--- src/hw/gpio_read_and_runtime_settings_cmd_pkg.sv ---
package gpio_read_and_runtime_settings_cmd_pkg;
    // ==========================================================
    // register byte offsets
    localparam logic [7:0] OFF_CMD0     = 8'h00;
    localparam logic [7:0] OFF_CMD1     = 8'h04;
    localparam logic [7:0] OFF_CTRL     = 8'h08;
    localparam logic [7:0] OFF_STATUS   = 8'h0C;
    localparam logic [7:0] OFF_RESP0    = 8'h10;
    localparam logic [7:0] OFF_RESP1    = 8'h14;
    localparam logic [7:0] OFF_RESP2    = 8'h18;
    localparam logic [7:0] OFF_SETTINGS = 8'h1C;
    // ==========================================================
    // field positions
    localparam int CTRL_GO_BIT    = 0;
    localparam int STAT_VALID_BIT = 0;
    localparam int STAT_BUSY_BIT  = 1;
    localparam int LOAD_BIT       = 7;
    localparam int SET_CLK_LSB    = 0;
    localparam int SET_REF_LSB    = 8;
    localparam int SET_DAC_LSB    = 16;
    // ==========================================================
    // command and response codes
    localparam logic [7:0] CMD_GET_PINS     = 8'h51;
    localparam logic [7:0] CMD_SET_SETTINGS = 8'h60;
    localparam logic [7:0] RESP_OK          = 8'h00;
    localparam logic [7:0] RESP_UNSUPPORTED = 8'hFF;
    localparam logic [7:0] MARK_LEVEL       = 8'hEE;
    localparam logic [7:0] MARK_DIR         = 8'hEF;
    localparam int         RESP_BYTES       = 10;
    localparam int         PIN_COUNT        = 4;
    // ==========================================================
    // setting encodings
    localparam logic [1:0] DUTY_0PCT  = 2'h3;
    localparam logic [1:0] DUTY_25PCT = 2'h2;
    localparam logic [1:0] DUTY_50PCT = 2'h1;
    localparam logic [1:0] DUTY_75PCT = 2'h0;
    localparam logic [1:0] VREF_4V096 = 2'h3;
    localparam logic [1:0] VREF_2V048 = 2'h2;
    localparam logic [1:0] VREF_1V024 = 2'h1;
    localparam logic [1:0] VREF_OFF   = 2'h0;
    // ==========================================================
    // values after reset, then axi response codes
    localparam logic [4:0] RST_CLK_CFG   = 5'h00;
    localparam logic [2:0] RST_DAC_REF   = 3'h0;
    localparam logic [4:0] RST_DAC_VALUE = 5'h00;
    localparam logic [1:0] AXI_OKAY      = 2'h0;
    localparam logic [1:0] AXI_SLVERR    = 2'h2;
endpackage : gpio_read_and_runtime_settings_cmd_pkg

--- src/hw/gpio_read_and_runtime_settings_cmd.sv ---
`timescale 1ns/100ps
module gpio_read_and_runtime_settings_cmd (
    input  wire logic        sys_clk_i,
    input  wire logic        rstn_i,
    input  wire logic        ce_i,
    input  wire logic [7:0]  s_axi_awaddr_i,
    input  wire logic        s_axi_awvalid_i,
    output logic             s_axi_awready_o,
    input  wire logic [31:0] s_axi_wdata_i,
    input  wire logic [3:0]  s_axi_wstrb_i,
    input  wire logic        s_axi_wvalid_i,
    output logic             s_axi_wready_o,
    output logic [1:0]       s_axi_bresp_o,
    output logic             s_axi_bvalid_o,
    input  wire logic        s_axi_bready_i,
    input  wire logic [7:0]  s_axi_araddr_i,
    input  wire logic        s_axi_arvalid_i,
    output logic             s_axi_arready_o,
    output logic [31:0]      s_axi_rdata_o,
    output logic [1:0]       s_axi_rresp_o,
    output logic             s_axi_rvalid_o,
    input  wire logic        s_axi_rready_i,
    input  wire logic [3:0]  general_pin_level_i,
    input  wire logic [3:0]  general_pin_is_gpio_i,
    input  wire logic [3:0]  general_pin_is_input_i,
    output logic [2:0]       clk_out_divider_o,
    output logic [1:0]       clk_out_duty_o,
    output logic [1:0]       dac_vref_level_o,
    output logic             dac_vref_internal_o,
    output logic [4:0]       dac_value_o
);
    // ==========================================================
    // pin synchroniser
    logic [3:0] lvl_meta;
    logic [3:0] lvl_sync;

    always_ff @(posedge sys_clk_i or negedge rstn_i)
    begin
        if (!rstn_i)
        begin
            lvl_meta <= 4'h0;
            lvl_sync <= 4'h0;
        end
        else if (ce_i)
        begin
            lvl_meta <= general_pin_level_i;
            lvl_sync <= lvl_meta;
        end
    end

    // ==========================================================
    // axi write channel
    logic        aw_held;
    logic [7:0]  aw_addr;
    logic        w_held;
    logic [31:0] w_data;
    logic [3:0]  w_strb;
    logic        bvalid;
    logic [1:0]  bresp;
    logic        next_aw_held;
    logic [7:0]  next_aw_addr;
    logic        next_w_held;
    logic [31:0] next_w_data;
    logic [3:0]  next_w_strb;
    logic        next_bvalid;
    logic [1:0]  next_bresp;
    logic        do_write;
    logic [7:0]  wr_word;
    logic        wr_mapped;

    // ready stays low while frozen so no beat is lost
    assign s_axi_awready_o = ce_i && !aw_held && !bvalid;
    assign s_axi_wready_o  = ce_i && !w_held && !bvalid;
    assign s_axi_bvalid_o  = bvalid;
    assign s_axi_bresp_o   = bresp;
    assign do_write        = ce_i && aw_held && w_held && !bvalid;
    assign wr_word         = {aw_addr[7:2], 2'b00};
    assign wr_mapped       = wr_word <= gpio_read_and_runtime_settings_cmd_pkg::OFF_SETTINGS;

    always_comb
    begin
        next_aw_held = aw_held;
        next_aw_addr = aw_addr;
        next_w_held  = w_held;
        next_w_data  = w_data;
        next_w_strb  = w_strb;
        next_bvalid  = bvalid;
        next_bresp   = bresp;
        if (s_axi_awvalid_i && s_axi_awready_o)
        begin
            next_aw_held = 1'b1;
            next_aw_addr = s_axi_awaddr_i;
        end
        if (s_axi_wvalid_i && s_axi_wready_o)
        begin
            next_w_held = 1'b1;
            next_w_data = s_axi_wdata_i;
            next_w_strb = s_axi_wstrb_i;
        end
        if (do_write)
        begin
            next_aw_held = 1'b0;
            next_w_held  = 1'b0;
            next_bvalid  = 1'b1;
            next_bresp   = wr_mapped ? gpio_read_and_runtime_settings_cmd_pkg::AXI_OKAY
                                     : gpio_read_and_runtime_settings_cmd_pkg::AXI_SLVERR;
        end
        if (ce_i && bvalid && s_axi_bready_i)
        begin
            next_bvalid = 1'b0;
        end
    end

    always_ff @(posedge sys_clk_i or negedge rstn_i)
    begin
        if (!rstn_i)
        begin
            aw_held <= 1'b0;
            aw_addr <= 8'h00;
            w_held  <= 1'b0;
            w_data  <= 32'h0000_0000;
            w_strb  <= 4'h0;
            bvalid  <= 1'b0;
            bresp   <= 2'h0;
        end
        else
        begin
            aw_held <= next_aw_held;
            aw_addr <= next_aw_addr;
            w_held  <= next_w_held;
            w_data  <= next_w_data;
            w_strb  <= next_w_strb;
            bvalid  <= next_bvalid;
            bresp   <= next_bresp;
        end
    end

    // ==========================================================
    // command registers and execution
    logic [31:0] cmd0;
    logic [31:0] cmd1;
    logic        exec_pend;
    logic        resp_valid;
    logic [7:0]  resp [0:9];
    logic [4:0]  clk_cfg;
    logic [2:0]  dac_ref;
    logic [4:0]  dac_val;
    logic [31:0] next_cmd0;
    logic [31:0] next_cmd1;
    logic        next_exec_pend;
    logic        next_resp_valid;
    logic [7:0]  next_resp [0:9];
    logic [4:0]  next_clk_cfg;
    logic [2:0]  next_dac_ref;
    logic [4:0]  next_dac_val;
    logic        executing;
    logic [7:0]  op;
    logic [7:0]  b2;
    logic [7:0]  b3;
    logic [7:0]  b4;

    assign executing = ce_i && exec_pend;
    assign op        = cmd0[7:0];
    assign b2        = cmd0[23:16];
    assign b3        = cmd0[31:24];
    assign b4        = cmd1[7:0];

    always_comb
    begin
        next_cmd0       = cmd0;
        next_cmd1       = cmd1;
        next_exec_pend  = exec_pend;
        next_resp_valid = resp_valid;
        next_clk_cfg    = clk_cfg;
        next_dac_ref    = dac_ref;
        next_dac_val    = dac_val;
        for (int k = 0; k < gpio_read_and_runtime_settings_cmd_pkg::RESP_BYTES; k++)
        begin
            next_resp[k] = resp[k];
        end
        if (do_write)
        begin
            for (int k = 0; k < 4; k++)
            begin
                if (w_strb[k] && wr_word == gpio_read_and_runtime_settings_cmd_pkg::OFF_CMD0)
                    next_cmd0[8*k +: 8] = w_data[8*k +: 8];
                else if (w_strb[k] && wr_word == gpio_read_and_runtime_settings_cmd_pkg::OFF_CMD1)
                    next_cmd1[8*k +: 8] = w_data[8*k +: 8];
            end
            if (wr_word == gpio_read_and_runtime_settings_cmd_pkg::OFF_CTRL && w_strb[0]
                && w_data[gpio_read_and_runtime_settings_cmd_pkg::CTRL_GO_BIT])
                next_exec_pend = 1'b1;
            else if (wr_word == gpio_read_and_runtime_settings_cmd_pkg::OFF_STATUS && w_strb[0]
                     && w_data[gpio_read_and_runtime_settings_cmd_pkg::STAT_VALID_BIT])
                next_resp_valid = 1'b0;
        end
        if (executing)
        begin
            // a new response always wins over a clear in the same cycle
            next_exec_pend  = 1'b0;
            next_resp_valid = 1'b1;
            for (int k = 0; k < gpio_read_and_runtime_settings_cmd_pkg::RESP_BYTES; k++)
            begin
                next_resp[k] = 8'h00;
            end
            next_resp[0] = op;
            if (op == gpio_read_and_runtime_settings_cmd_pkg::CMD_GET_PINS)
            begin
                next_resp[1] = gpio_read_and_runtime_settings_cmd_pkg::RESP_OK;
                for (int i = 0; i < gpio_read_and_runtime_settings_cmd_pkg::PIN_COUNT; i++)
                begin
                    next_resp[2+2*i] = general_pin_is_gpio_i[i] ? {7'h00, lvl_sync[i]}
                        : gpio_read_and_runtime_settings_cmd_pkg::MARK_LEVEL;
                    next_resp[3+2*i] = general_pin_is_gpio_i[i]
                        ? {7'h00, general_pin_is_input_i[i]}
                        : gpio_read_and_runtime_settings_cmd_pkg::MARK_DIR;
                end
            end
            else if (op == gpio_read_and_runtime_settings_cmd_pkg::CMD_SET_SETTINGS)
            begin
                // byte 1 is never looked at
                next_resp[1] = gpio_read_and_runtime_settings_cmd_pkg::RESP_OK;
                if (b2[gpio_read_and_runtime_settings_cmd_pkg::LOAD_BIT])
                    next_clk_cfg = b2[4:0];
                if (b3[gpio_read_and_runtime_settings_cmd_pkg::LOAD_BIT])
                    next_dac_ref = b3[2:0];
                if (b4[gpio_read_and_runtime_settings_cmd_pkg::LOAD_BIT])
                    next_dac_val = b4[4:0];
            end
            else
            begin
                next_resp[1] = gpio_read_and_runtime_settings_cmd_pkg::RESP_UNSUPPORTED;
            end
        end
        if (!ce_i)
        begin
            next_exec_pend = exec_pend;
        end
    end

    // defaults are constants: nothing survives a reset
    always_ff @(posedge sys_clk_i or negedge rstn_i)
    begin
        if (!rstn_i)
        begin
            cmd0       <= 32'h0000_0000;
            cmd1       <= 32'h0000_0000;
            exec_pend  <= 1'b0;
            resp_valid <= 1'b0;
            clk_cfg    <= gpio_read_and_runtime_settings_cmd_pkg::RST_CLK_CFG;
            dac_ref    <= gpio_read_and_runtime_settings_cmd_pkg::RST_DAC_REF;
            dac_val    <= gpio_read_and_runtime_settings_cmd_pkg::RST_DAC_VALUE;
            for (int k = 0; k < 10; k++)
            begin
                resp[k] <= 8'h00;
            end
        end
        else if (ce_i)
        begin
            cmd0       <= next_cmd0;
            cmd1       <= next_cmd1;
            exec_pend  <= next_exec_pend;
            resp_valid <= next_resp_valid;
            clk_cfg    <= next_clk_cfg;
            dac_ref    <= next_dac_ref;
            dac_val    <= next_dac_val;
            for (int k = 0; k < 10; k++)
            begin
                resp[k] <= next_resp[k];
            end
        end
    end

    assign clk_out_divider_o   = clk_cfg[2:0];
    assign clk_out_duty_o      = clk_cfg[4:3];
    assign dac_vref_level_o    = dac_ref[2:1];
    assign dac_vref_internal_o = dac_ref[0];
    assign dac_value_o         = dac_val;

    // ==========================================================
    // axi read channel
    logic        rvalid;
    logic [31:0] rdata;
    logic [1:0]  rresp;
    logic        next_rvalid;
    logic [31:0] next_rdata;
    logic [1:0]  next_rresp;
    logic [7:0]  rd_word;

    assign s_axi_arready_o = ce_i && !rvalid;
    assign s_axi_rvalid_o  = rvalid;
    assign s_axi_rdata_o   = rdata;
    assign s_axi_rresp_o   = rresp;
    assign rd_word         = {s_axi_araddr_i[7:2], 2'b00};

    always_comb
    begin
        next_rvalid = rvalid;
        next_rdata  = rdata;
        next_rresp  = rresp;
        if (ce_i && rvalid && s_axi_rready_i)
            next_rvalid = 1'b0;
        if (s_axi_arvalid_i && s_axi_arready_o)
        begin
            next_rvalid = 1'b1;
            next_rresp  = gpio_read_and_runtime_settings_cmd_pkg::AXI_OKAY;
            next_rdata  = 32'h0000_0000;
            if (rd_word == gpio_read_and_runtime_settings_cmd_pkg::OFF_CMD0)
                next_rdata = cmd0;
            else if (rd_word == gpio_read_and_runtime_settings_cmd_pkg::OFF_CMD1)
                next_rdata = cmd1;
            else if (rd_word == gpio_read_and_runtime_settings_cmd_pkg::OFF_CTRL)
                next_rdata = 32'h0000_0000;
            else if (rd_word == gpio_read_and_runtime_settings_cmd_pkg::OFF_STATUS)
            begin
                next_rdata[gpio_read_and_runtime_settings_cmd_pkg::STAT_VALID_BIT] = resp_valid;
                next_rdata[gpio_read_and_runtime_settings_cmd_pkg::STAT_BUSY_BIT]  = exec_pend;
            end
            else if (rd_word == gpio_read_and_runtime_settings_cmd_pkg::OFF_RESP0)
                next_rdata = {resp[3], resp[2], resp[1], resp[0]};
            else if (rd_word == gpio_read_and_runtime_settings_cmd_pkg::OFF_RESP1)
                next_rdata = {resp[7], resp[6], resp[5], resp[4]};
            else if (rd_word == gpio_read_and_runtime_settings_cmd_pkg::OFF_RESP2)
                next_rdata = {16'h0000, resp[9], resp[8]};
            else if (rd_word == gpio_read_and_runtime_settings_cmd_pkg::OFF_SETTINGS)
            begin
                next_rdata[gpio_read_and_runtime_settings_cmd_pkg::SET_CLK_LSB +: 5] = clk_cfg;
                next_rdata[gpio_read_and_runtime_settings_cmd_pkg::SET_REF_LSB +: 3] = dac_ref;
                next_rdata[gpio_read_and_runtime_settings_cmd_pkg::SET_DAC_LSB +: 5] = dac_val;
            end
            else
                next_rresp = gpio_read_and_runtime_settings_cmd_pkg::AXI_SLVERR;
        end
    end

    always_ff @(posedge sys_clk_i or negedge rstn_i)
    begin
        if (!rstn_i)
        begin
            rvalid <= 1'b0;
            rdata  <= 32'h0000_0000;
            rresp  <= 2'h0;
        end
        else
        begin
            rvalid <= next_rvalid;
            rdata  <= next_rdata;
            rresp  <= next_rresp;
        end
    end

    // ==========================================================
    // checks
    property p_get_echo;
        @(posedge sys_clk_i) disable iff (!rstn_i)
        executing && op == 8'h51 |=> resp[0] == 8'h51 && resp[1] == 8'h00;
    endproperty
    a_get_echo: assert property (p_get_echo)
        else $error("pin-read answer header wrong");

    property p_level_marker;
        @(posedge sys_clk_i) disable iff (!rstn_i)
        executing && op == 8'h51 |=> resp[8] == ($past(general_pin_is_gpio_i[3])
            ? {7'h00, $past(lvl_sync[3])} : 8'hEE);
    endproperty
    a_level_marker: assert property (p_level_marker)
        else $error("pin level byte wrong");

    property p_dir_marker;
        @(posedge sys_clk_i) disable iff (!rstn_i)
        executing && op == 8'h51 && !general_pin_is_gpio_i[1] |=> resp[5] == 8'hEF;
    endproperty
    a_dir_marker: assert property (p_dir_marker)
        else $error("direction marker missing");

    property p_set_ok;
        @(posedge sys_clk_i) disable iff (!rstn_i)
        executing && op == 8'h60 |=> resp[1] == 8'h00 && resp_valid && !exec_pend;
    endproperty
    a_set_ok: assert property (p_set_ok)
        else $error("settings command not acknowledged");

    property p_clk_load;
        @(posedge sys_clk_i) disable iff (!rstn_i)
        executing && op == 8'h60 |=> clk_cfg == ($past(b2[7]) ? $past(b2[4:0])
            : $past(clk_cfg));
    endproperty
    a_clk_load: assert property (p_clk_load)
        else $error("clock config load wrong");

    property p_ref_load;
        @(posedge sys_clk_i) disable iff (!rstn_i)
        executing && op == 8'h60 |=> dac_ref == ($past(b3[7]) ? $past(b3[2:0])
            : $past(dac_ref));
    endproperty
    a_ref_load: assert property (p_ref_load)
        else $error("dac reference load wrong");

    property p_val_load;
        @(posedge sys_clk_i) disable iff (!rstn_i)
        executing && op == 8'h60 |=> dac_val == ($past(b4[7]) ? $past(b4[4:0])
            : $past(dac_val));
    endproperty
    a_val_load: assert property (p_val_load)
        else $error("dac value load wrong");

    property p_quiet;
        @(posedge sys_clk_i) disable iff (!rstn_i)
        !executing |=> $stable(clk_cfg) && $stable(dac_ref) && $stable(dac_val);
    endproperty
    a_quiet: assert property (p_quiet)
        else $error("setting changed without a command");

    property p_one_response;
        @(posedge sys_clk_i) disable iff (!rstn_i)
        exec_pend && ce_i |=> resp_valid ##1 !exec_pend || $past(do_write);
    endproperty
    a_one_response: assert property (p_one_response)
        else $error("response flag not raised");

endmodule : gpio_read_and_runtime_settings_cmd

--- config.mk ---
export PLATFORM = sky130hd
export DESIGN_NAME = gpio_read_and_runtime_settings_cmd
export DESIGN_NICKNAME = d
export VERILOG_FILES = /design/src/hw/gpio_read_and_runtime_settings_cmd_pkg.sv /design/src/hw/gpio_read_and_runtime_settings_cmd.sv
export SDC_FILE = /design/constraint.sdc
export NUM_CORES = 1
export LEC_CHECK = 0
export ABC_AREA = 1
export ABC_CLOCK_PERIOD_IN_PS = 1450
export BUFFER_PORTS_ARGS = -buffer_cell sky130_fd_sc_hd__clkbuf_2
export CAP_MARGIN = 20
export CORE_MARGIN = 2
export CORE_UTILIZATION = 51
export DETAILED_ROUTE_END_ITERATION = 10
export PLACE_DENSITY = 0.85
export SYNTH_ARGS = -nofsm -noshare
export SYNTH_HDL_FRONTEND = slang
export SYNTH_SLANG_ARGS = --single-unit
--- constraint.sdc ---
create_clock -name sys_clk_i -period 1.45 [get_ports sys_clk_i]
set_input_delay 0.2175 -clock sys_clk_i [delete_from_list [all_inputs] [get_ports sys_clk_i]]
set_output_delay 0.2175 -clock sys_clk_i [all_outputs]
set_load 0.05 [all_outputs]
# Word level (Yosys, flattened, before mapping)
# Cells that the tools add are included.
# word_totals
regBits,251
out_inout_bits,54
inputBits,72
elab_cells,159
# op_classes
n_eq_ne,13
n_lt_le_gt_ge,1
n_reduce_logical,55
n_mux,50
bitwise_logic,5
# ops
operator,count
2-to-1 mux 32 bit,5
2-to-1 mux 8 bit,10
2-to-1 mux 64 bit,1
2-to-1 mux 30 bit,1
logical AND 1 bit,28
2-to-1 mux 5 bit,5
"equality test 6 x 2 -> 1 bit, second input constant",4
"equality test 6 x 3 -> 1 bit, second input constant",4
2-to-1 mux 2 bit,10
AND reduction 4 bit,5
"equality test 8 x 7 -> 1 bit, second input constant",2
logical NOT 8 bit,2
2-to-1 mux 1 bit,15
AND reduction 3 bit,5
AND reduction 5 bit,3
nonzero test 2 bit,7
"equality test 6 x 1 -> 1 bit, second input constant",2
2-to-1 mux 3 bit,3
"<= comparator 8 x 5 -> 1 bit, second input constant",1
NOT 1 bit,5
logical NOT 1 bit,4
"!= test 2 bit, second input constant",1
AND reduction 2 bit,1

# Depth between registers and ports, before layout
# Gate-level depths: netlist of the first run.
# depth
ltp_word,9
ltp_mapped,12
mapped_depth_nobuf,12

# Least setup slack after synthesis of the first run
# OpenSTA, ideal clock, no wires.
# synth_path
path_kind,reg-to-reg
startpoint,"register rvalid, in the netlist s_axi_rvalid_o"
endpoint,"register rdata[12], in the netlist s_axi_rdata_o[12]"
path_buffers,2
required_time_ns,1.316
setup_slack_ns,-0.749
arrival_time_ns,2.066
setup_time_ns,0.134
path_stages_with_launch,7
synth_period_minus_slack_ns,2.199
path_cell_list,dfrtp_1 nor2_1 nand2_1 clkbuf_1 clkbuf_1 nand2_1 o21ai_0
# synth_between
elab_chain_len,3
# synth_rtl
item,line_no,source
start: declaration,gpio_read_and_runtime_settings_cmd.sv:282,logic rvalid;
start signal: assignment,gpio_read_and_runtime_settings_cmd.sv:346,rvalid <= next_rvalid;
logical NOT 1 bit,gpio_read_and_runtime_settings_cmd.sv:290,assign s_axi_arready_o = ce_i && !rvalid;
logical AND 1 bit,gpio_read_and_runtime_settings_cmd.sv:290,
net s_axi_arready_o,gpio_read_and_runtime_settings_cmd.sv:18,"output logic s_axi_arready_o,"
logical AND 1 bit,gpio_read_and_runtime_settings_cmd.sv:303,if (s_axi_arvalid_i && s_axi_arready_o)
end signal: assignment,gpio_read_and_runtime_settings_cmd.sv:347,rdata <= next_rdata;
end: declaration,gpio_read_and_runtime_settings_cmd.sv:283,logic [31:0] rdata;
# The timed path passes the listed nets, and every way through them passes these cells.
# A chain may end at the register's enable or synchronous reset.

# Final worst setup path of the first run
# layout_path
startpoint,register aw_addr[6]
endpoint,register cmd1[19]
# layout_between
elab_chain_len,4
elab_cells_between_ends,6
classes_between,1 x eq/ne; 1 x bitwise; 4 x reduce/logical
# layout_rtl
item,line_no,source
start: declaration,gpio_read_and_runtime_settings_cmd.sv:54,logic [7:0] aw_addr;
start signal: assignment,gpio_read_and_runtime_settings_cmd.sv:129,aw_addr <= next_aw_addr;
logical NOT 8 bit,gpio_read_and_runtime_settings_cmd.sv:185,if (w_strb[k] && wr_word == gpio_read_and_runtime_settings_cmd_pkg::OFF_CMD0)
logical AND 1 bit,gpio_read_and_runtime_settings_cmd.sv:185,
NOT 1 bit (no source line),-,
AND reduction 4 bit (no source line) *,-,
end signal: assignment,gpio_read_and_runtime_settings_cmd.sv:261,cmd1 <= next_cmd1;
end: declaration,gpio_read_and_runtime_settings_cmd.sv:141,logic [31:0] cmd1;
# Every way passes the cells marked *; elsewhere a longest branch is shown, timed or not.

==> results.md, run 1 <==
* Status: complete, but fails checks
* Failing checks: setup timing
* Area growth syn-to-layout at 41.49%
* Layout cells sized above 1 at between 40 and 50%
* Remaining antenna violation count at 0
* CP Data Arrival Time at approximately 2.2 ns
* Clk sinks at approximately 190
* Post-Layout Inst Area at about 0.011 sq mm
* Final Hold Viols at 0
* Seq. cell area at 0.004708 sq mm
* Worst Slack Setup Final at -0.3942 ns
* PortBufs at roughly 120
* Max Slew Vio Count at 0
* Synthesized area at around 0.0081 sq mm
* Period utilization at 127.2%
* Power, Total at between 15000 and 20000 uW
* Startpoint types: flip-flop
* Peak VDD IR at roughly 1.1 mV
* GPL Wtd Cong at ~0.9
* Largest net degree at the start of global routing at 46
* Worst-Skew Late Latency at about 0.44 ns
* Die height at between 100 and 150 um
* Drt via density at ~5.5
* Synth top area cells: dfrtp_1 (58%), nand2_1 (11%), o21ai_0 (5.4%)
* Initial antenna violation count at 0
* N_diodes at 0
* Synth Warn # at 0
* Mapped Avg Cell Area at between 9 and 10 sq um
* Die area at 0.01692 sq mm
* H-tree depth at 4
* Hold Path Stages at 3
* Initial core utilization at just over 50%
* CP Capture Type: flip-flop
* Leak at between 0.005 and 0.006 uW
* DRT iter0 DRCs at roughly 800
* Critical Path Fanout Max at 8
* Post-route minimum period at approximately 1.8 ns
* GRT Util Overall at 27.82%
* Worst R2R Path Depth at 11
* WL per Instance at 19.02 um
* Vias in the first global route at slightly below 7k
* Die width at between 100 and 150 um
* Total CTS buffers at 17
* Synthesized flop and latch total at 188
* MaxCap Viol Count at 0
* DRC violation count after routing at 0
* Most numerous cell in the Yosys netlist: nand2_1
* Mapped Cells at 882
* PD cells at 1655 mW/mm^2
* Reg clk slew, reported paths at ~0.07 ns
* Worst Path Required at roughly 1.8 ns
* First-pass GRT wire length at 35650 um
* Drt pass-1 iters at 5
* Hold Path Class: in2reg
* Ys flop type: dfrtp_1
* # setup viols final at 79
* Nets at between 1k and 1.5k
* Fillers at 1005
* Clock Path Buffers at 2
* Clock skew at ~0.014 ns
* Setup CP Type: reg2reg
* Ys async rst share at 100.0%
* Fmax at around 540 MHz
* CTS Root Cell: clkbuf_16
* Multi-input gate area at 0.003558 sq mm
* Post-synth top cells: nand2_1 (248), dfrtp_1 (188), o21ai_0 (87)
* Core area at approximately 0.016 sq mm
* Top cell type's share of synthesized area at approximately three fifths
* CTS tree: built
* Boundary Pins at between 100 and 150
* Seq/Total Area, Yosys at about three fifths
* Drt total wl at between 20000 and 30000 um
* Via count at about 7.4k
* Synth area leader: dfrtp_1
* DPL Wire Length at ~15000 um
* Distinct cells, synth at 40
* GR Overflow Total at 0
* RSZ-0062 raised after global routing: yes
* Row count at 46
* Placed cell area at about 0.01 sq mm
* Post-synth EDFFs at 0
## cells by family after synthesis
family / after synthesis / share of synthesized area (%)
AOI/OAI and AO/OA: 204 / 14.89
buffers and inverters: 124 / 6.745
and+or+nand+nor: 352 / 18.47
muxes: 13 / 1.806
other: 1 / 0.04626
DFF: 188 / 58.03
## sequential cells by signal, indices dropped and copies added (netlist names), 3 cells and up
name	flops
clk_cfg	5
w_strb	4
lvl_meta	4
aw_addr	6
cmd1	32
s_axi_rdata_o	32
dac_value_o	5
lvl_sync	4
resp	21
cmd0	32
dac_ref	3
w_data	32
## worst max-delay path, stage by stage (launching register included)
cell	delay, ns
dfrtp_1	0.38
nor2_2	0.14
nand2_2	0.08
nor2_4	0.14
inv_2	0.08
nor3_4	0.22
buf_6	0.14
buf_6	0.11
nand3_4	0.13
buf_16	0.21
nand2_2	0.06
o21ai_2	0.05
## area by class of cell
| class | instances | share of cell area (%) |
|---|---|---|
| clock inverters | 10 | 1.429 |
| flip-flops and latches | 188 | 41.05 |
| repair inverters | 1 | 0.06545 |
| multi-input cells | 578 | 31.02 |
| clock buffers | 22 | 4.134 |
| repair buffers | 239 | 17.04 |
| well taps | 216 | 2.356 |
| inverters | 88 | 2.902 |
## cells in the final DEF, fill, tap and decap left out, types with 12 or more instances in the layout
master     instances
a21oi_1           50
buf_12            19
buf_4             72
buf_6             14
clkbuf_16         21
clkbuf_2         113
dfrtp_1          185
inv_1             77
nand2_1          180
nand2_2           53
nand2_4           18
nand3_1           13
nand3_4           12
nor2_1            44
nor2_2            14
o21ai_0           39
o21ai_1           28
o21ai_2           56
## through the flow
step                      hold slack, ns  utilization [%]  TNS, ns  setup slack [ns]  cells
after floorplan                 -0.07809                -   -15.07           -0.2595    883
after global placement            0.1247            61.93   -11.36           -0.2038   1262
after detailed placement          0.1294            61.93   -15.09           -0.2341   1262
after CTS                      0.0003926            68.99   -12.82           -0.2132   1322
after global routing            0.004297            73.00   -27.05           -0.4522   1342
final                           0.009411            73.00   -21.36           -0.3942   1342
## report_power, final
group	internal [uW]	total [uW]	switching, uW	leakage [uW]
clock network	3030	5070	2040	0.000299
logic	2430	5770	3350	0.00293
registers	6810	8150	1340	0.00244
## metal layers
metal  up-vias  track usage (%)  share of wire (%)  routed length [um]
met2       379            46.04                 49               12600
met1      3602            36.72                 40               10150
li1       3359                -                  -                   -
met5         -                0                  0                   0
met3        78            5.576                6.9                1769
met4         0            10.18                3.9                1007
## final timing paths
path / from / end / slack, ns
hold reg to reg: s_axi_rdata_o[5]$_DFFE_PN0P_ / s_axi_rdata_o[5]$_DFFE_PN0P_ / 0.47
setup / recovery: aw_addr[6]$_DFFE_PN0P_ / cmd1[19]$_DFFE_PN0P_ / -0.39
min in group asynchronous: rstn_i / cmd1[3]$_DFFE_PN0P_ / 0.24
setup reg to reg: aw_addr[6]$_DFFE_PN0P_ / cmd1[19]$_DFFE_PN0P_ / -0.39
hold / removal: s_axi_awaddr_i[2] / aw_addr[2]$_DFFE_PN0P_ / 0.009
max in group asynchronous: rstn_i / s_axi_rdata_o[22]$_DFFE_PN0P_ / 0.63
## what timing repair did
action | 4_1_cts | 5_1_grt
setup endpoints to repair | 89 | 123
cloned | 7 | 7
setup buffers | 10 | 16
hold endpoints to repair | 38 | 0
resized for setup | 51 | 120
hold buffers | 11 | 0
pin swaps | 5 | 17
Note: power is estimated with default switching activity, not from simulation.
==> run 2: changes to the inputs <==
--- a/config.mk
+++ b/config.mk
@@ -13,6 +13,7 @@
 export CORE_UTILIZATION = 51
 export DETAILED_ROUTE_END_ITERATION = 10
 export PLACE_DENSITY = 0.85
+export SETUP_SLACK_MARGIN = 0.1
 export SYNTH_ARGS = -nofsm -noshare
 export SYNTH_HDL_FRONTEND = slang
 export SYNTH_SLANG_ARGS = --single-unit
==> run 2 against run 1 <==
Net effect: the run still ends with setup timing left; setup slack better by 0.12 ns; hold slack worse by 0.0071 ns; maximum frequency up 6.7%; clock power down 13%; via count up 1.0%; clock skew down 0.0020 ns; cell count up 0.37%; core utilization up 1.4 points; first-iteration DRC count down 17%; critical path type unchanged; largest power group unchanged; highest routed layer unchanged.
==> results.md, run 2 (synthesized netlist as in run 1, its figures left out) <==
* Status: complete, but fails checks
* Failing checks: setup timing
* Met2 GRT Util at between 40% and 50%
* Critical Path Fanout Max at 16
* WL per Instance at ~19 um
* # setup viols final at 120
* Row count at between 40 and 50
* Remaining antenna violation count at 0
* Fmax at ~580 MHz
* PD cells at 1578 mW/mm^2
* DPL Wire Length at between 10000 and 15000 um
* DRC violation count after routing at 0
* Drt total wl at approximately 25000 um
* GPL Wtd Cong at 0.8475
* Startpoint types: flip-flop
* Drt via density at 5.564
* Initial antenna violation count at 0
* Clock skew at ~0.012 ns
* Clock Path Buffers at 2
* N_diodes at 0
* Die height at 130.1 um
* Area growth syn-to-layout at 44.17%
* Total Neg Setup Slack at -17.95 ns
* Peak VDD IR at approximately 1.2 mV
* Die width at around 130 um
* Met3 usage at around 5.4%
* Worst R2R Path Depth at 9
* FF-to-FF Start: aw_addr[7]$_DFFE_PN0P_
* Vias in the first global route at 7167
* Core Util, Final at about three quarters
* Leak at 0.005662 uW
* Clk sinks at 188
* Final Hold Viols at 0
* Nets at 1190
* CTS Root Cell: clkbuf_16
* Crit path from: aw_addr[7]$_DFFE_PN0P_
* Via count at 7495
* Drt pass-1 iters at 5
* Commonest non-fill, non-tap cell in the layout: nand2_1
* Reg clk slew, reported paths at roughly 0.07 ns
* GR peak layer: met2
* Core area at between 0.015 and 0.02 sq mm
* First-pass GRT wire length at 35890 um
* H-tree depth at 4
* Layout cells sized above 1 at 43.41%
* CTS tree: built
* Period utilization at 119.2%
* CP Data Arrival Time at 2.04 ns
* MaxCap Viol Count at 0
* Largest net degree at the start of global routing at 47
* Boundary Pins at 126
* RSZ-0062 raised after global routing: yes
* Post-route minimum period at approximately 1.7 ns
* PortBufs at around 120
* GRT Util Overall at between 20% and 30%
* Most frequent cells in the layout: nand2_1 (199), dfrtp_1 (185), clkbuf_2 (96)
* Total CTS buffers at 17
* Crit path to: cmd1[0]$_DFFE_PN0P_
* DRT iter0 DRCs at roughly 660
* Max Slew Vio Count at 0
* Die area at 0.01692 sq mm
* Initial core utilization at 51.59%
* Worst Slack Setup Final at -0.2786 ns
* Setup CP Type: reg2reg
* Worst-Skew Late Latency at 0.45 ns
* GR Overflow Total at 0
* Worst hold slack at ~0.0023 ns
* R2R Setup Slk at -0.28 ns
* Hold Path Class: in2reg
* Global routing usage on met1 at about a third
* CP Capture Type: flip-flop
* Worst Path Required at about 1.8 ns
* RR Endpoint: cmd1[0]$_DFFE_PN0P_
==> run 2: cell count changes in the layout (fill, tap and decap cells not counted), sizes merged <==
cell      before  now
buf          109  119
bufinv         4    1
clkbuf       141  133
clkinv         3    8
clkinvlp       5    7
nand2        253  252
==> run 2: worst min path at each step <==
stage,startpoint,to,cells after the start
floorplan,rstn_i,aw_addr[2]$_DFFE_PN0P_,0
global placement,rstn_i,w_data[30]$_DFFE_PN0P_,1
detailed placement,rstn_i,s_axi_rdata_o[29]$_DFFE_PN0P_,1
CTS,general_pin_level_i[3],lvl_meta[3]$_DFFE_PN0P_,3
global route,s_axi_wstrb_i[2],w_strb[2]$_DFFE_PN0P_,2
finish,s_axi_wstrb_i[2],w_strb[2]$_DFFE_PN0P_,2
==> run 2: layout make-up <==
type / instances / area, sq um
clock buffer: 18 / 429.2
tap: 216 / 270.3
timing repair inverter: 1 / 5.005
inverter: 88 / 344.1
clock inverter: 14 / 125.1
sequential: 188 / 4708
timing repair buffer: 245 / 2115
fill: 949 / 4025
multi-input combinational: 577 / 3691
==> run 2: repair_timing <==
item | CTS | global route
pin swaps | 11 | 19
buffers inserted | 18 | 14
endpoints found under the hold margin | 43 | 2
cloned | 7 | 7
gates resized for setup | 114 | 134
setup endpoints to repair | 113 | 151
hold buffers | 9 | 2
==> run 2: where the power goes <==
| group | leakage, uW | switching (uW) | internal, uW | total, uW |
|---|---|---|---|---|
| sequential | 0.00244 | 1190 | 6810 | 8000 |
| clock | 0.000254 | 2070 | 2360 | 4430 |
| combinational | 0.00297 | 3500 | 2510 | 6010 |
==> run 2: layer usage <==
layer	wire [um]	vias to the layer above
met5	0	-
met4	729	0
met3	2225	64
met2	13020	419
met1	9481	3661
li1	-	3351
==> run 2: per-stage QoR <==
stage          instance area, sq um  power (uW)  std cells  worst slack [ns]
2_1_floorplan                  8391       10500        883           -0.2595
3_3_place_gp                   9717       11850       1261           -0.1621
3_5_place_dp                   9717       12120       1261           -0.1975
4_1_cts                       11010       17270       1327           -0.2013
5_1_grt                       11690       19230       1347           -0.3287
6_report                      11690       18440       1347           -0.2786
==> run 2: worst max-delay path: stages, from the launching register on <==
cell     delay (ns)
dfrtp_1        0.39
nor2_2         0.13
nand2_1        0.08
nor2_2         0.12
inv_2          0.08
nor3_4         0.28
nand3_2        0.15
buf_6          0.19
nand2_1        0.08
o21ai_1        0.10
==> run 3: changes to the inputs <==
--- a/config.mk
+++ b/config.mk
@@ -17,3 +17,4 @@
 export SYNTH_ARGS = -nofsm -noshare
 export SYNTH_HDL_FRONTEND = slang
 export SYNTH_SLANG_ARGS = --single-unit
+export TNS_END_PERCENT = 10
==> run 3 against run 2 <==
Net effect: the flow still finishes with violations (setup timing); critical path depth stayed put; sequential power fell by 2%; clock skew is 0.0026 ns lower; hold slack improved by 0.0061 ns; sequential cell count is the same; first-iteration DRC count rose by 9.0%; maximum frequency is 1.2% lower; via count decreased by 4.5%; die area unchanged; count of clock-buffer cells in the layout is 3 higher; cell count is 2.7% lower; global-route usage up 0.11 points; highest routed layer unchanged.
==> results.md, run 3 (synthesized netlist as in run 1, its figures left out) <==
* GPL Wtd Cong at 0.8622
* H-tree depth at 4
* Leak at between 0.005 and 0.006 uW
* Clk sinks at between 150 and 200
* CP Data Arrival Time at 2.06 ns
* Hold Path Class: in2reg
* Area growth syn-to-layout at 30.98%
* Status: complete, but fails checks
* Critical Path Fanout Max at 16
* Die area at roughly 0.017 sq mm
* N_diodes at 0
* Total CTS buffers at 17
* DRC violation count after routing at 0
* Cell count after placement at between 1k and 1.5k
* Worst Slack Setup Final at -0.2997 ns
* Remaining antenna violation count at 0
* Crit path depth at 9
* Largest net degree at the start of global routing at 50
* Slowest CP cell: dfrtp_1
* Layout cells sized above 1 at 31.60%
* Max Slew Vio Count at 0
* Fmax at 571.5 MHz
* Nets at 1154
* MaxCap Viol Count at 0
* Vias in the first global route at approximately 7.0k
* Die width at ~130 um
* Hold Path Stages at 3
* Row count at 46
* Worst path max stage delay at roughly 0.39 ns
* Place WS at -0.2979 ns
* Post-route non-filler standard cell count at ~1.3k
* Via count at approximately 7k
* Worst Hold Path EP: lvl_meta[2]$_DFFE_PN0P_
* Setup CP Type: reg2reg
* PD cells at between 1500 and 2000 mW/mm^2
* R2R Setup Slk at -0.30 ns
* Worst-Skew Late Latency at around 0.43 ns
* # setup viols final at 80
* Reg clk slew, reported paths at roughly 0.070 ns
* CTS tree: built
* Die height at 130.1 um
* CTS Root Cell: clkbuf_16
* Failing checks: setup timing
* WL per Instance at ~17 um
* RSZ-0062 raised after global routing: yes
* FF-to-FF Start: aw_addr[7]$_DFFE_PN0P_
* Boundary Pins at ~130
* Worst R2R Path Depth at 9
* First-pass GRT wire length at approximately 36000 um
* Post-Layout Inst Area at 0.01062 sq mm
* Clock skew at a little under 0.009 ns
* Clock Path Buffers at 2
* Hold path start: general_pin_level_i[2]
* GR Overflow Total at 0
* Drt total wl at about 23000 um
* GRT Util Overall at between 20 and 30%
* Placed cell area at 0.009499 sq mm
* DPL Wire Length at about 15000 um
* Drt via density at between 5 and 6
* Peak VDD IR at 1.036 mV
* RR Endpoint: cmd1[24]$_DFFE_PN0P_
* Core Util, Final at slightly below 70%
* Worst Path Required at 1.76 ns
* Most frequent cells in the layout: nand2_1 (231), dfrtp_1 (186), clkbuf_2 (98)
* Final Hold Viols at 0
* Initial antenna violation count at 0
* PortBufs at 119
* CP top delay family: simple AND/OR/NAND/NOR gates
* Critical-path cell list: nor2_2 -> nand2_1 -> nor2_2 -> inv_2 -> nor3_4 -> nand3_2 -> buf_6 -> nand2_1 -> o21ai_0
* DRT iter0 DRCs at 717
* Core area at roughly 0.016 sq mm
* Drt pass-1 iters at 5
* Initial core utilization at between 50% and 60%
* Post-route minimum period at 1.750 ns
* Startpoint types: flip-flop
* Worst Path Buf+Inv at 2
* Commonest non-fill, non-tap cell in the layout: nand2_1
* CP Capture Type: flip-flop
* Period utilization at 120.7%
## run 3: cell count changes in the layout (fill, tap and decap cells not counted), sizes merged
| cell | change |
|---|---|
| dlygate4sd3 | -2 |
| nand2 | -2 |
| clkbuf | -3 |
| bufinv | +2 |
| buf | -25 |
| clkinv | -3 |
| clkinvlp | -4 |
| inv | +1 |
## run 3: layout make-up
class                      instances  area [sq um]
fill                            1151          5095
clock inverter                    11         141.4
inverter                          88         330.3
sequential                       188          4707
clock buffer                      21         460.4
multi-input combinational        575          3102
timing repair buffer             212          1607
tap                              216         270.3
## run 3: stage by stage
stage / setup TNS (ns) / power [uW] / hold WS, ns
floorplan: -17.95 / 10240 / -0.07809
global placement: -11.53 / 11600 / 0.1948
detailed placement: -18.62 / 11850 / 0.1991
CTS: -9.765 / 17010 / 0.003328
global route: -22.62 / 18150 / 0.006526
finish: -15.97 / 17290 / 0.008414
## run 3: how the worst max path moves through the flow
stage                               start                    endpoint  slack (ns)
3_3_place_gp          cmd0[3]$_DFFE_PN0P_  dac_value_o[3]$_DFFE_PN0P_       -0.24
5_1_grt            aw_addr[7]$_DFFE_PN0P_        cmd0[29]$_DFFE_PN0P_       -0.36
2_1_floorplan  s_axi_bvalid_o$_DFFE_PN0P_       w_strb[2]$_DFFE_PN0P_       -0.28
3_5_place_dp          cmd0[3]$_DFFE_PN0P_  dac_value_o[1]$_DFFE_PN0P_       -0.30
6_report           aw_addr[7]$_DFFE_PN0P_        cmd1[24]$_DFFE_PN0P_       -0.30
4_1_cts        s_axi_bvalid_o$_DFFE_PN0P_             s_axi_awready_o       -0.20
## run 3: repair_timing
action / in CTS / in global routing
endpoints found under the setup margin: 129 / 163
pin swaps: 8 / 9
buffers inserted: 9 / 3
endpoints found under the hold margin: 52 / 0
cloned: 4 / 0
hold buffers: 9 / 0
gates resized for setup: 72 / 49
## run 3: power by group
part	internal, uW	switching [uW]	total [uW]	leakage [uW]
combinational	1800	2870	4660	0.00261
clock	2800	1970	4770	0.000289
sequential	6810	1040	7850	0.00244
total	11400	5890	17300	0.00534
## run 3: routing by layer
metal	global-route usage [%]	routed length (um)
met4	11.39	507
met2	44.16	10820
met1	38.43	9399
met3	5.904	1955
met5	0	0
## run 3: worst reg2reg max path: stages (launching register included)
cell and delay, ns:
dfrtp_1 0.39, nor2_2 0.12, nand2_1 0.07, nor2_2 0.17, inv_2 0.10, nor3_4 0.25
nand3_2 0.14, buf_6 0.19, nand2_1 0.10, o21ai_0 0.09
